===== config.mk =====
export PLATFORM = sky130hd
export DESIGN_NAME = ohbp_port
export DESIGN_NICKNAME = d
export VERILOG_FILES = /design/src/common/ohbp_pkg.sv /design/src/logic/ohbp_fifo.sv /design/src/logic/ohbp_port.sv
export VERILOG_INCLUDE_DIRS = /design/src /design/src/common
export SDC_FILE = /design/constraint.sdc
export NUM_CORES = 1
export LEC_CHECK = 0
export ABC_AREA = 0
export BUFFER_PORTS_ARGS = -buffer_cell sky130_fd_sc_hd__clkbuf_2
export CORE_AREA = 2 2 133 135
export CTS_BUF_LIST = sky130_fd_sc_hd__clkbuf_2
export CTS_CLUSTER_SIZE = 16
export DETAILED_ROUTE_END_ITERATION = 12
export DIE_AREA = 0 0 135 137
export PLACE_DENSITY = 0.8
export SYNTH_ARGS = -nofsm -noshare
export SYNTH_HDL_FRONTEND = slang
export SYNTH_SLANG_ARGS = --single-unit

===== constraint.sdc =====
create_clock -name i_core_clk -period 8.6 [get_ports i_core_clk]
set_clock_uncertainty 0.1 [all_clocks]
set_input_delay 0.43 -clock i_core_clk [delete_from_list [all_inputs] [get_ports i_core_clk]]
set_output_delay 0.43 -clock i_core_clk [all_outputs]
set_load 0.02 [all_outputs]

===== src/common/ohbp_cfg.svh =====
// Constants of the display host bus port
`ifndef OHBP_CFG_SVH
`define OHBP_CFG_SVH
`define OHBP_MODE_I2C 2'b01
`define OHBP_MODE_SPI 2'b00
`define OHBP_MODE_P68 2'b11
`define OHBP_MODE_P80 2'b10
`define OHBP_I2C_ADDR_BASE 7'h3C
`define OHBP_FIFO_DEPTH 16
`define OHBP_COL_W 7
`define OHBP_CTRL_CO_BIT 7
`define OHBP_CTRL_DC_BIT 6
`endif


===== src/common/ohbp_pkg.sv =====
// Types of the display host bus port
package ohbp_pkg;
    typedef struct packed {
        logic       is_data;
        logic [7:0] value;
    } ohbp_word_t;
    typedef enum logic [3:0] {
        OHBP_I_IDLE = 4'b0001,
        OHBP_I_ADDR = 4'b0010,
        OHBP_I_BYTE = 4'b0100,
        OHBP_I_SKIP = 4'b1000
    } ohbp_i2c_st_t;
endpackage


===== src/logic/ohbp_fifo.sv =====
// Word FIFO with valid/ready on both sides
`timescale 1ns/1ps
`default_nettype none
module ohbp_fifo #(
    parameter int WIDTH = 9,
    parameter int DEPTH = 16
) (
    input wire logic i_core_clk,
    input wire logic i_rst_n,
    input wire logic i_in_valid,
    output logic o_in_ready,
    input wire logic [WIDTH-1:0] i_in_data,
    output logic o_out_valid,
    input wire logic i_out_ready,
    output logic [WIDTH-1:0] o_out_data
);
    localparam int AW = $clog2(DEPTH);
    logic [WIDTH-1:0] mem [DEPTH];
    logic [AW:0] wr_q;
    logic [AW:0] rd_q;
    logic push;
    logic pop;
    assign o_in_ready = (wr_q - rd_q) != (AW+1)'(DEPTH);
    assign o_out_valid = wr_q != rd_q;
    assign o_out_data = mem[rd_q[AW-1:0]];
    assign push = i_in_valid && o_in_ready;
    assign pop = o_out_valid && i_out_ready;
    always_ff @(posedge i_core_clk) begin
        if (push) begin
            mem[wr_q[AW-1:0]] <= i_in_data;
        end
    end
    always_ff @(posedge i_core_clk or negedge i_rst_n) begin
        if (!i_rst_n) begin
            wr_q <= '0;
            rd_q <= '0;
        end else begin
            if (push) begin
                wr_q <= wr_q + 1'b1;
            end
            if (pop) begin
                rd_q <= rd_q + 1'b1;
            end
        end
    end
endmodule // ohbp_fifo
`default_nettype wire


===== src/logic/ohbp_port.sv =====
// Host bus port: parallel, 4-wire serial and I2C front end of the display controller
`timescale 1ns/1ps
`default_nettype none
`include "ohbp_cfg.svh"
// Functional notes
// - Traffic only while chip select low
// - Low chip reset initializes the port
// - Data/command pin routes byte to RAM/command
// - I2C mode: D/C pin is address lsb
// - Style 68: read/write high reads, low writes
// - Style 80: write strobe falling starts write
// - Style 68: enable high starts transfer
// - Style 80: read strobe falling starts read
// - Serial: D0 clock, D1 data, D2 unused
// - I2C: D1/D2 data line, D0 clock
// - Straps choose link; I2C is a=1,b=0
// - I2C address 0111100 or 0111101
// - Control byte: continuation, data/command, six zeros
// - I2C flag 0 command, 1 RAM data
// - Column pointer increments after data write
module ohbp_port
    import ohbp_pkg::*;
(
    input wire logic i_core_clk,
    input wire logic i_rst_n,
    input wire logic i_chip_reset_n,
    input wire logic i_chip_sel_n,
    input wire logic i_bus_select_strap_a,
    input wire logic i_bus_select_strap_b,
    input wire logic i_dc_sel,
    input wire logic i_rw_wr_n,
    input wire logic i_en_rd_n,
    input wire logic [7:0] i_data_pin,
    output logic [7:0] o_data_pin,
    output logic [7:0] o_data_pin_oe,
    input wire logic [7:0] i_read_data,
    output logic o_word_valid,
    input wire logic i_word_ready,
    output logic o_word_is_data,
    output logic [7:0] o_word_value,
    output logic [6:0] o_col_addr,
    output logic o_read_strobe,
    output logic o_overflow
);
    logic [11:0] s1_q;
    logic [11:0] s2_q;
    logic cs_n, dc, rw, en, scl, sda;
    logic [1:0] mode_q;
    logic chip_rst_n;
    assign {chip_rst_n, cs_n, dc, rw, en} = s2_q[11:7];
    assign scl = s2_q[0];
    assign sda = s2_q[1];
    // Two-flop synchronisers on every pin
    always_ff @(posedge i_core_clk or negedge i_rst_n) begin
        if (!i_rst_n) begin
            s1_q <= 12'hFFF;
            s2_q <= 12'hFFF;
        end else begin
            s1_q <= {i_chip_reset_n, i_chip_sel_n, i_dc_sel, i_rw_wr_n, i_en_rd_n, i_data_pin[6:0]};
            s2_q <= s1_q;
        end
    end
    logic [7:0] dbus;
    logic [7:0] d7_s1_q;
    logic [7:0] d7_s2_q;
    always_ff @(posedge i_core_clk or negedge i_rst_n) begin
        if (!i_rst_n) begin
            d7_s1_q <= 8'h00;
            d7_s2_q <= 8'h00;
        end else begin
            d7_s1_q <= i_data_pin;
            d7_s2_q <= d7_s1_q;
        end
    end
    assign dbus = d7_s2_q;
    // Straps are pins too, so they pass their own two-flop synchroniser
    logic [1:0] strap_s1_q;
    logic [1:0] strap_s2_q;
    always_ff @(posedge i_core_clk or negedge i_rst_n) begin
        if (!i_rst_n) begin
            strap_s1_q <= 2'h0;
            strap_s2_q <= 2'h0;
        end else begin
            strap_s1_q <= {i_bus_select_strap_b, i_bus_select_strap_a};
            strap_s2_q <= strap_s1_q;
        end
    end
    // Strap sampled while the chip is held in reset
    always_ff @(posedge i_core_clk or negedge i_rst_n) begin
        if (!i_rst_n) begin
            mode_q <= `OHBP_MODE_SPI;
        end else if (!chip_rst_n) begin
            mode_q <= strap_s2_q;
        end
    end
    logic rw_q, en_q, scl_q, sda_q;
    always_ff @(posedge i_core_clk or negedge i_rst_n) begin
        if (!i_rst_n) begin
            {rw_q, en_q, scl_q, sda_q} <= 4'hF;
        end else begin
            {rw_q, en_q, scl_q, sda_q} <= {rw, en, scl, sda};
        end
    end
    logic sel, par_wr, par_rd, par_rd_act;
    assign sel = !cs_n && chip_rst_n;
    always_comb begin
        par_wr = 1'b0;
        par_rd = 1'b0;
        par_rd_act = 1'b0;
        if (sel && mode_q == `OHBP_MODE_P68) begin
            par_wr = en && !en_q && !rw;
            par_rd = en && !en_q && rw;
            par_rd_act = en && rw;
        end else if (sel && mode_q == `OHBP_MODE_P80) begin
            par_wr = !rw && rw_q;
            par_rd = !en && en_q;
            par_rd_act = !en;
        end
    end
    // Serial shift: D0 clock, D1 data, sampled on rising clock
    logic [2:0] sp_cnt_q;
    logic [7:0] sp_sh_q;
    logic sp_done;
    logic scl_rise, scl_fall;
    assign scl_rise = scl && !scl_q;
    assign scl_fall = !scl && scl_q;
    assign sp_done = sel && mode_q == `OHBP_MODE_SPI && scl_rise && sp_cnt_q == 3'd7;
    always_ff @(posedge i_core_clk or negedge i_rst_n) begin
        if (!i_rst_n) begin
            sp_cnt_q <= 3'd0;
            sp_sh_q <= 8'h00;
        end else if (!sel || mode_q != `OHBP_MODE_SPI) begin
            sp_cnt_q <= 3'd0;
        end else if (scl_rise) begin
            sp_sh_q <= {sp_sh_q[6:0], sda};
            sp_cnt_q <= sp_cnt_q + 3'd1;
        end
    end
    // I2C slave (write direction only)
    ohbp_i2c_st_t ist_q;
    logic [3:0] ibit_q;
    logic [7:0] ish_q;
    logic ictrl_q, ico_q, idc_q, iack_q, i2c_on;
    logic i2c_start, i2c_stop, i_byte, i_word;
    assign i2c_on = sel && mode_q == `OHBP_MODE_I2C;
    assign i2c_start = scl && scl_q && !sda && sda_q;
    assign i2c_stop = scl && scl_q && sda && !sda_q;
    assign i_byte = scl_rise && ibit_q == 4'd7;
    assign i_word = ist_q == OHBP_I_BYTE && i_byte && !ictrl_q;
    always_ff @(posedge i_core_clk or negedge i_rst_n) begin
        if (!i_rst_n) begin
            ist_q <= OHBP_I_IDLE;
            ibit_q <= 4'd0;
            ish_q <= 8'h00;
            ictrl_q <= 1'b1;
            ico_q <= 1'b1;
            idc_q <= 1'b0;
            iack_q <= 1'b0;
        end else if (!i2c_on || i2c_stop) begin
            ist_q <= OHBP_I_IDLE;
            iack_q <= 1'b0;
        end else if (i2c_start) begin
            ist_q <= OHBP_I_ADDR;
            ibit_q <= 4'd0;
            ictrl_q <= 1'b1;
            ico_q <= 1'b1;
            iack_q <= 1'b0;
        end else begin
            if (scl_rise && ibit_q < 4'd8) begin
                ish_q <= {ish_q[6:0], sda};
            end
            if (scl_rise) begin
                ibit_q <= (ibit_q == 4'd8) ? 4'd0 : ibit_q + 4'd1;
            end
            if (scl_fall && ibit_q == 4'd8) begin
                iack_q <= 1'b1;
            end else if (scl_fall) begin
                iack_q <= 1'b0;
            end
            case (ist_q)
                OHBP_I_IDLE: begin
                    iack_q <= 1'b0;
                end
                OHBP_I_ADDR: begin
                    if (i_byte) begin
                        // Address sits in bits 7..1; only the write direction is answered
                        if (ish_q[6:0] == (`OHBP_I2C_ADDR_BASE | {6'h00, dc}) && !sda) begin
                            ist_q <= OHBP_I_BYTE;
                        end else begin
                            ist_q <= OHBP_I_SKIP;
                        end
                    end
                end
                OHBP_I_BYTE: begin
                    if (i_byte && ictrl_q) begin
                        ico_q <= ish_q[`OHBP_CTRL_CO_BIT-1];
                        idc_q <= ish_q[`OHBP_CTRL_DC_BIT-1];
                        ictrl_q <= ish_q[`OHBP_CTRL_CO_BIT-1];
                    end else if (i_byte && ico_q) begin
                        ictrl_q <= 1'b1;
                    end
                end
                OHBP_I_SKIP: begin
                    iack_q <= 1'b0;
                end
                default: ist_q <= OHBP_I_IDLE;
            endcase
        end
    end
    // Merge the sources into the FIFO
    logic f_valid, f_ready, f_ovf, f_have;
    ohbp_word_t f_in, f_out;
    always_comb begin
        f_valid = par_wr || sp_done || i_word;
        f_in.is_data = dc;
        f_in.value = dbus;
        if (sp_done) begin
            f_in.value = {sp_sh_q[6:0], sda};
        end else if (i_word) begin
            f_in.is_data = idc_q;
            f_in.value = {ish_q[6:0], sda};
        end
    end
    assign f_ovf = f_valid && !f_ready;
    ohbp_fifo #(.WIDTH(9), .DEPTH(`OHBP_FIFO_DEPTH)) u_fifo (
        .i_core_clk(i_core_clk),
        .i_rst_n(i_rst_n),
        .i_in_valid(f_valid && chip_rst_n),
        .o_in_ready(f_ready),
        .i_in_data(f_in),
        .o_out_valid(f_have),
        .i_out_ready(i_word_ready && !o_word_valid),
        .o_out_data(f_out)
    );
    always_ff @(posedge i_core_clk or negedge i_rst_n) begin
        if (!i_rst_n) begin
            o_word_valid <= 1'b0;
            o_word_is_data <= 1'b0;
            o_word_value <= 8'h00;
            o_col_addr <= '0;
            o_overflow <= 1'b0;
        end else if (!chip_rst_n) begin
            o_word_valid <= 1'b0;
            o_col_addr <= '0;
            o_overflow <= 1'b0;
        end else begin
            if (f_ovf) begin
                o_overflow <= 1'b1;
            end
            if (o_word_valid) begin
                o_word_valid <= 1'b0;
                if (o_word_is_data) begin
                    o_col_addr <= o_col_addr + 7'd1;
                end
            end else if (i_word_ready && f_have) begin
                o_word_valid <= 1'b1;
                o_word_is_data <= f_out.is_data;
                o_word_value <= f_out.value;
            end
        end
    end
    // Pin drivers: parallel read data and I2C acknowledge
    always_ff @(posedge i_core_clk or negedge i_rst_n) begin
        if (!i_rst_n) begin
            o_data_pin <= 8'h00;
            o_data_pin_oe <= 8'h00;
            o_read_strobe <= 1'b0;
        end else begin
            o_read_strobe <= par_rd && chip_rst_n;
            o_data_pin <= i_read_data;
            o_data_pin_oe <= 8'h00;
            if (sel && par_rd_act) begin
                o_data_pin_oe <= 8'hFF;
            end else if (i2c_on && iack_q) begin
                o_data_pin <= 8'h00;
                o_data_pin_oe <= 8'h04;
            end
        end
    end
endmodule // ohbp_port
`default_nettype wire


[Word level (Yosys, flattened, before mapping)]
Memories as Yosys holds them, arrays and structs flattened. A register that Yosys moved wholly into a read port is not among the register bits.
Index checks and enable logic that the tools add are counted.
W data, S select, Z words.
Cells by class
  $add $sub $neg: 6
  reduce and logical (&&, ||, !) cells: 74
  muxes and demuxes: 45
  equal/unequal tests: 18
  order comparisons: 1
  bitwise logic cells: 4
Operators with widths (count)
  $logic_and A1 B1 Y1: 37
  $mux W8: 4
  $mux W4: 7
  $mux W1: 26
  $mux W7: 3
  $logic_not A1 Y1: 14
  $reduce_and A3 Y1: 4
  $add A5 B1 Y5 const B: 2
  $reduce_bool A2 Y1: 5
  $mux W3: 3
  $mux W9: 1
  $eq A4 B3 Y1 const B: 2
  $eq A4 B4 Y1 const B: 2
  $pmux W4 S2: 1
  $reduce_and A2 Y1: 4
  $add A7 B1 Y7 const B: 1
  $eq A7 B6 Y1: 1
  $ne A5 B5 Y1: 1
  $ne A5 B5 Y1 const B: 1
  $reduce_bool A5 Y1: 1
  $sub A5 B5 Y5: 1
  $add A4 B1 Y4 const B: 1
  $eq A2 B2 Y1 const B: 2
  $eq A4 B1 Y1 const B: 1
  other kinds (16): 23
Word-level totals
  memories kept: 1
  word-level logic and storage cells: 177
  memory bits (writable): 144
  output and inout port bits: 35
  flip-flop bits (word level): 115
Memory list
  u_fifo.mem: depth 16, width 9, rd ports 1, clocked after memory_dff 1, wr ports 1, RTL line ohbp_fifo.sv:18  | logic [WIDTH-1:0] mem [DEPTH];

[Logic depth before layout (Yosys ltp)]
  word-level depth: 11
  gate-level depth with buffers: 11
  mapped depth without buffers: 8

[Cells and area by module]
Synthesis repeated with hierarchy kept, for this count alone.
Second synthesis, totals
  cell total of the unflattened synthesis: 607
  area, all modules: 10283.6 um^2
By module, submodules not included
  ohbp_fifo: area each 6354.8 um^2, times used 1, cells each 310, sequential area each 4574.4 um^2
  ohbp_port: area each 3928.8 um^2, times used 1, cells each 297, sequential area each 2478.6 um^2

[Worst setup path after synthesis]
OpenSTA, ideal clock, no wires.
  kind: reg-to-reg
  start: register u_fifo.rd_q[1]
  end: memory u_fifo.mem[2][0] (enable)
  buffers on the path: 3
  setup time: 0.399 ns
  cell stages (with the launch flop): 12
  setup slack: 4.830 ns
  arrival: 3.271 ns
  data required time: 8.101 ns
  period minus slack after synthesis: 3.770 ns
  cell sequence: dfrtp_1 buf_2 buf_1 inv_1 ha_1 nor2b_1 o21a_1 o21a_1 o221ai_2 nand2_1 buf_2 nor4_1
Between the ends
  word-level cells in the longest chain between the ends: 5
Ends and longest elaborated chain
  from (decl): RTL line ohbp_fifo.sv:20  | logic [AW:0] rd_q;
  from (signal assigned): RTL line ohbp_fifo.sv:42  | rd_q <= rd_q + 1'b1;
  $sub A5 B5 Y5: RTL line ohbp_fifo.sv:23  | assign o_in_ready = (wr_q - rd_q) != (AW+1)'(DEPTH);
  $ne A5 B5 Y1: RTL line ohbp_fifo.sv:23
  $logic_and A1 B1 Y1: RTL line ohbp_fifo.sv:26  | assign push = i_in_valid && o_in_ready;
  $mux W1: RTL line ohbp_fifo.sv:29  | if (push) begin
  $mux W1 (implied by the code): RTL line ohbp_fifo.sv:30  | mem[wr_q[AW-1:0]] <= i_in_data;
  to (decl): RTL line ohbp_fifo.sv:18
No other way between the ends.

[Worst setup path after layout]
  start: register u_fifo.rd_q[1]
  end: memory u_fifo.mem[5][2] (enable)
The elaborated chain is that of the path after synthesis.

==> results.toml <==
[power_and_ir_drop]
power_mw = 2.89
powerDensity_mw_per_mm2 = 254
leakage_nw = 4.41
ir_drop_mv = 0.155

[placed_design]
place_ws_ns = 4.50
portBuffers = 60
dp_cells = 852
placed_area_mm2 = 0.0105
gp_congestion = 0.897
hpwlAfterDp_um = 13200

[logic_synthesis]
seq_area_frac_synth_pct = 70.3
async_flop_share_pct = 42.9
synth_area_mm2 = 0.0100
yosysUniqueCellTypes = 53
avgSynthCellArea_um2 = 17.1
yosys-top-cells-count = "144 x edfxtp_1, 87 x dfrtp_1, 45 x mux4_2"
synth_top_area_share_pct = 43.1
ys_ff_latch = 252
yosysWarnings = 0
yosysTopAreaCell = "edfxtp_1"
synthTopCellsByArea = "edfxtp_1 43%, dfrtp_1 22%, mux4_2 10%"
syn-num-nets = 627
synth_edf_count = 144
yosysMostFrequentCell = "edfxtp_1"
syn-instance-count = 587
synthFlopType = "edfxtp_1"

[sta]
fin_tns_setup_ns = 0
hold_viol_final = 0
maxSlewViolCount = 0
worst_pin_slew_ns = 1.26
max_freq_ghz = 0.238
hold_ws_ns = 0.119
period_share_pct = 48.9
timing.final.ws_setup_ns = 4.39
fin_crit_ns = 4.21
max-slew-margin-rel_pct = 15.2
setup_violations = 0
rsz0062_at_grt = "no"

[floorplan]
pin_count = 61
start_util_pct = 58.8
num_rows = 48
dieWidth_um = 135
dieArea_mm2 = 0.0185
die_y_um = 137
core_mm2 = 0.0171

[clock_tree]
cts_buffer_depth = 3
cts_tree = "built"
cts_setup_buffers = 0
hold_buffers = 27
cts.sinks = 252
clk_pin_slew_worst_paths_ns = 0.12
clk_latency_ns = 0.85
numCtsBuffers = 57
ctsResizeCount = 0
ctsRootBufferMaster = "clkbuf_2"
htreeDepth = 2

[grt]
grt_pass1_wl_um = 32300
grt_start_max_net_pins = 63
antenna_found_initial = 1
met1_usage_pct = 30.5
overflow = 0
grt.busiest_layer = "met2"
grtUsageMet3_pct = 6.26
track_usage_pct = 23.5
grt_util_met2_pct = 38.3
grt_pass1_vias = 6009

[layout]
area_delta_synth_final_pct = 13.4
final_cell_area_mm2 = 0.0114
post_layout_nonfiller_instances = 986
layout-drive-gt1-share_pct = 34.2
fin_util_pct = 66.6
nNetsFinal = 753

[detailed_routing]
drc = 0
drt_iter0_markers = 434
viasPerCell = 5.80
drtAntennaViolNets = 0
totalWireLength_um = 20500
first_pass_iters = 4
wire_per_inst_um = 20.8
num_vias = 5720

[worst_setup_path]
cp_data_required_time_ns = 8.91
cpPeakStageDelay_ns = 1.12
critical_path.slowest_cell = "nor3_1"
cp-end-kind = "flip-flop"
crit_chain = "buf_4 -> inv_1 -> ha_1 -> nor2b_1 -> o211ai_1 -> a211oi_1 -> o221ai_2 -> nand2_1 -> nor3_1"
cp_max_fo = 39
criticalPathCategory = "flip-flop to flip-flop"
cp-start-kind = "flip-flop"
arrival_ns = 4.51

[min_path]
hold_path_class = "primary input to flip-flop"

[outcome]
status = "completed"

[job]
cap_violations = 0
==> cell type report <==
type | count | area [um2]
diodes | 1 | 2.50
clock buffers | 80 | 400
clock inverters | 26 | 188
fillers | 1211 | 5690
inverters | 14 | 52.6
multi-input cells | 295 | 2770
flip-flops and latches | 252 | 7050
well taps | 225 | 282
repair buffers | 93 | 618
==> worst max-delay path, delay by kind of cell (launching register included) <==
family                   cells  cell delay, ns
AO/OA/AOI/OAI                3            0.69
buffers and inverters        2            0.58
AND/OR/NAND/NOR              3            1.69
flip-flops                   1            0.34
adder cells (fa/ha/maj)      1            0.35
==> flip-flops by register name, summed over array words and instances, names as in the netlist, 7 cells and up <==
register and flops:
u_fifo.mem 144, d7_s1_q 8, d7_s2_q 8, o_data_pin 8
o_word_value 8, ish_q 7, o_col_addr 7, s1_q 7
s2_q 7, sp_sh_q 7
==> path summary, 6_finish.rpt <==
path                            depth (start not counted)      startpoint  slack, ns                to
worst max-delay path                                    9  u_fifo.rd_q[1]       4.39  u_fifo.mem[5][2]
worst max register to register                          9  u_fifo.rd_q[1]       4.39  u_fifo.mem[5][2]
worst min register to register                          0   strap_s1_q[0]       0.24     strap_s2_q[0]
worst min-delay path                                    2       i_rw_wr_n       0.12           s1_q[8]
max in group asynchronous                               4         i_rst_n       6.42        d7_s2_q[0]
min in group asynchronous                               3         i_rst_n       0.53        sp_sh_q[6]
==> metal layers <==
| metal | vias up | wire length, um |
|---|---|---|
| met5 | - | 0 |
| met3 | 54 | 1580 |
| met2 | 265 | 10300 |
| met1 | 2886 | 8000 |
| met4 | 0 | 610 |
| li1 | 2515 | - |
==> report_power, final <==
| part | switching, mW | internal, mW | leakage (nW) |
|---|---|---|---|
| combinational | 0.344 | 0.331 | 1.37 |
| sequential | 0.0607 | 1.35 | 2.62 |
| clock | 0.462 | 0.346 | 0.423 |
| total | 0.866 | 2.02 | 4.41 |
==> placed cells by master, fill, tap and decap left out, drive strengths merged, types with 15 or more instances in the layout <==
cell type,instances
clkinv,22
dfstp,21
nand2,42
xnor2,18
nor2,20
nor3,15
o21ai,15
edfxtp,144
mux4,45
dlygate4sd3,27
mux2,29
clkbuf,139
dfrtp,87
==> kinds of logic after synthesis <==
kind of cell               synth area share [%]
DFF                                        70.3
and+or+nand+nor                            7.21
muxes                                      13.7
AOI/OAI and AO/OA                          3.26
buffers and inverters                      2.03
xor gates and xnor gates                   1.75
adders and majority gates                  1.75
No activity file was read; power rests on OpenSTA's default activity.
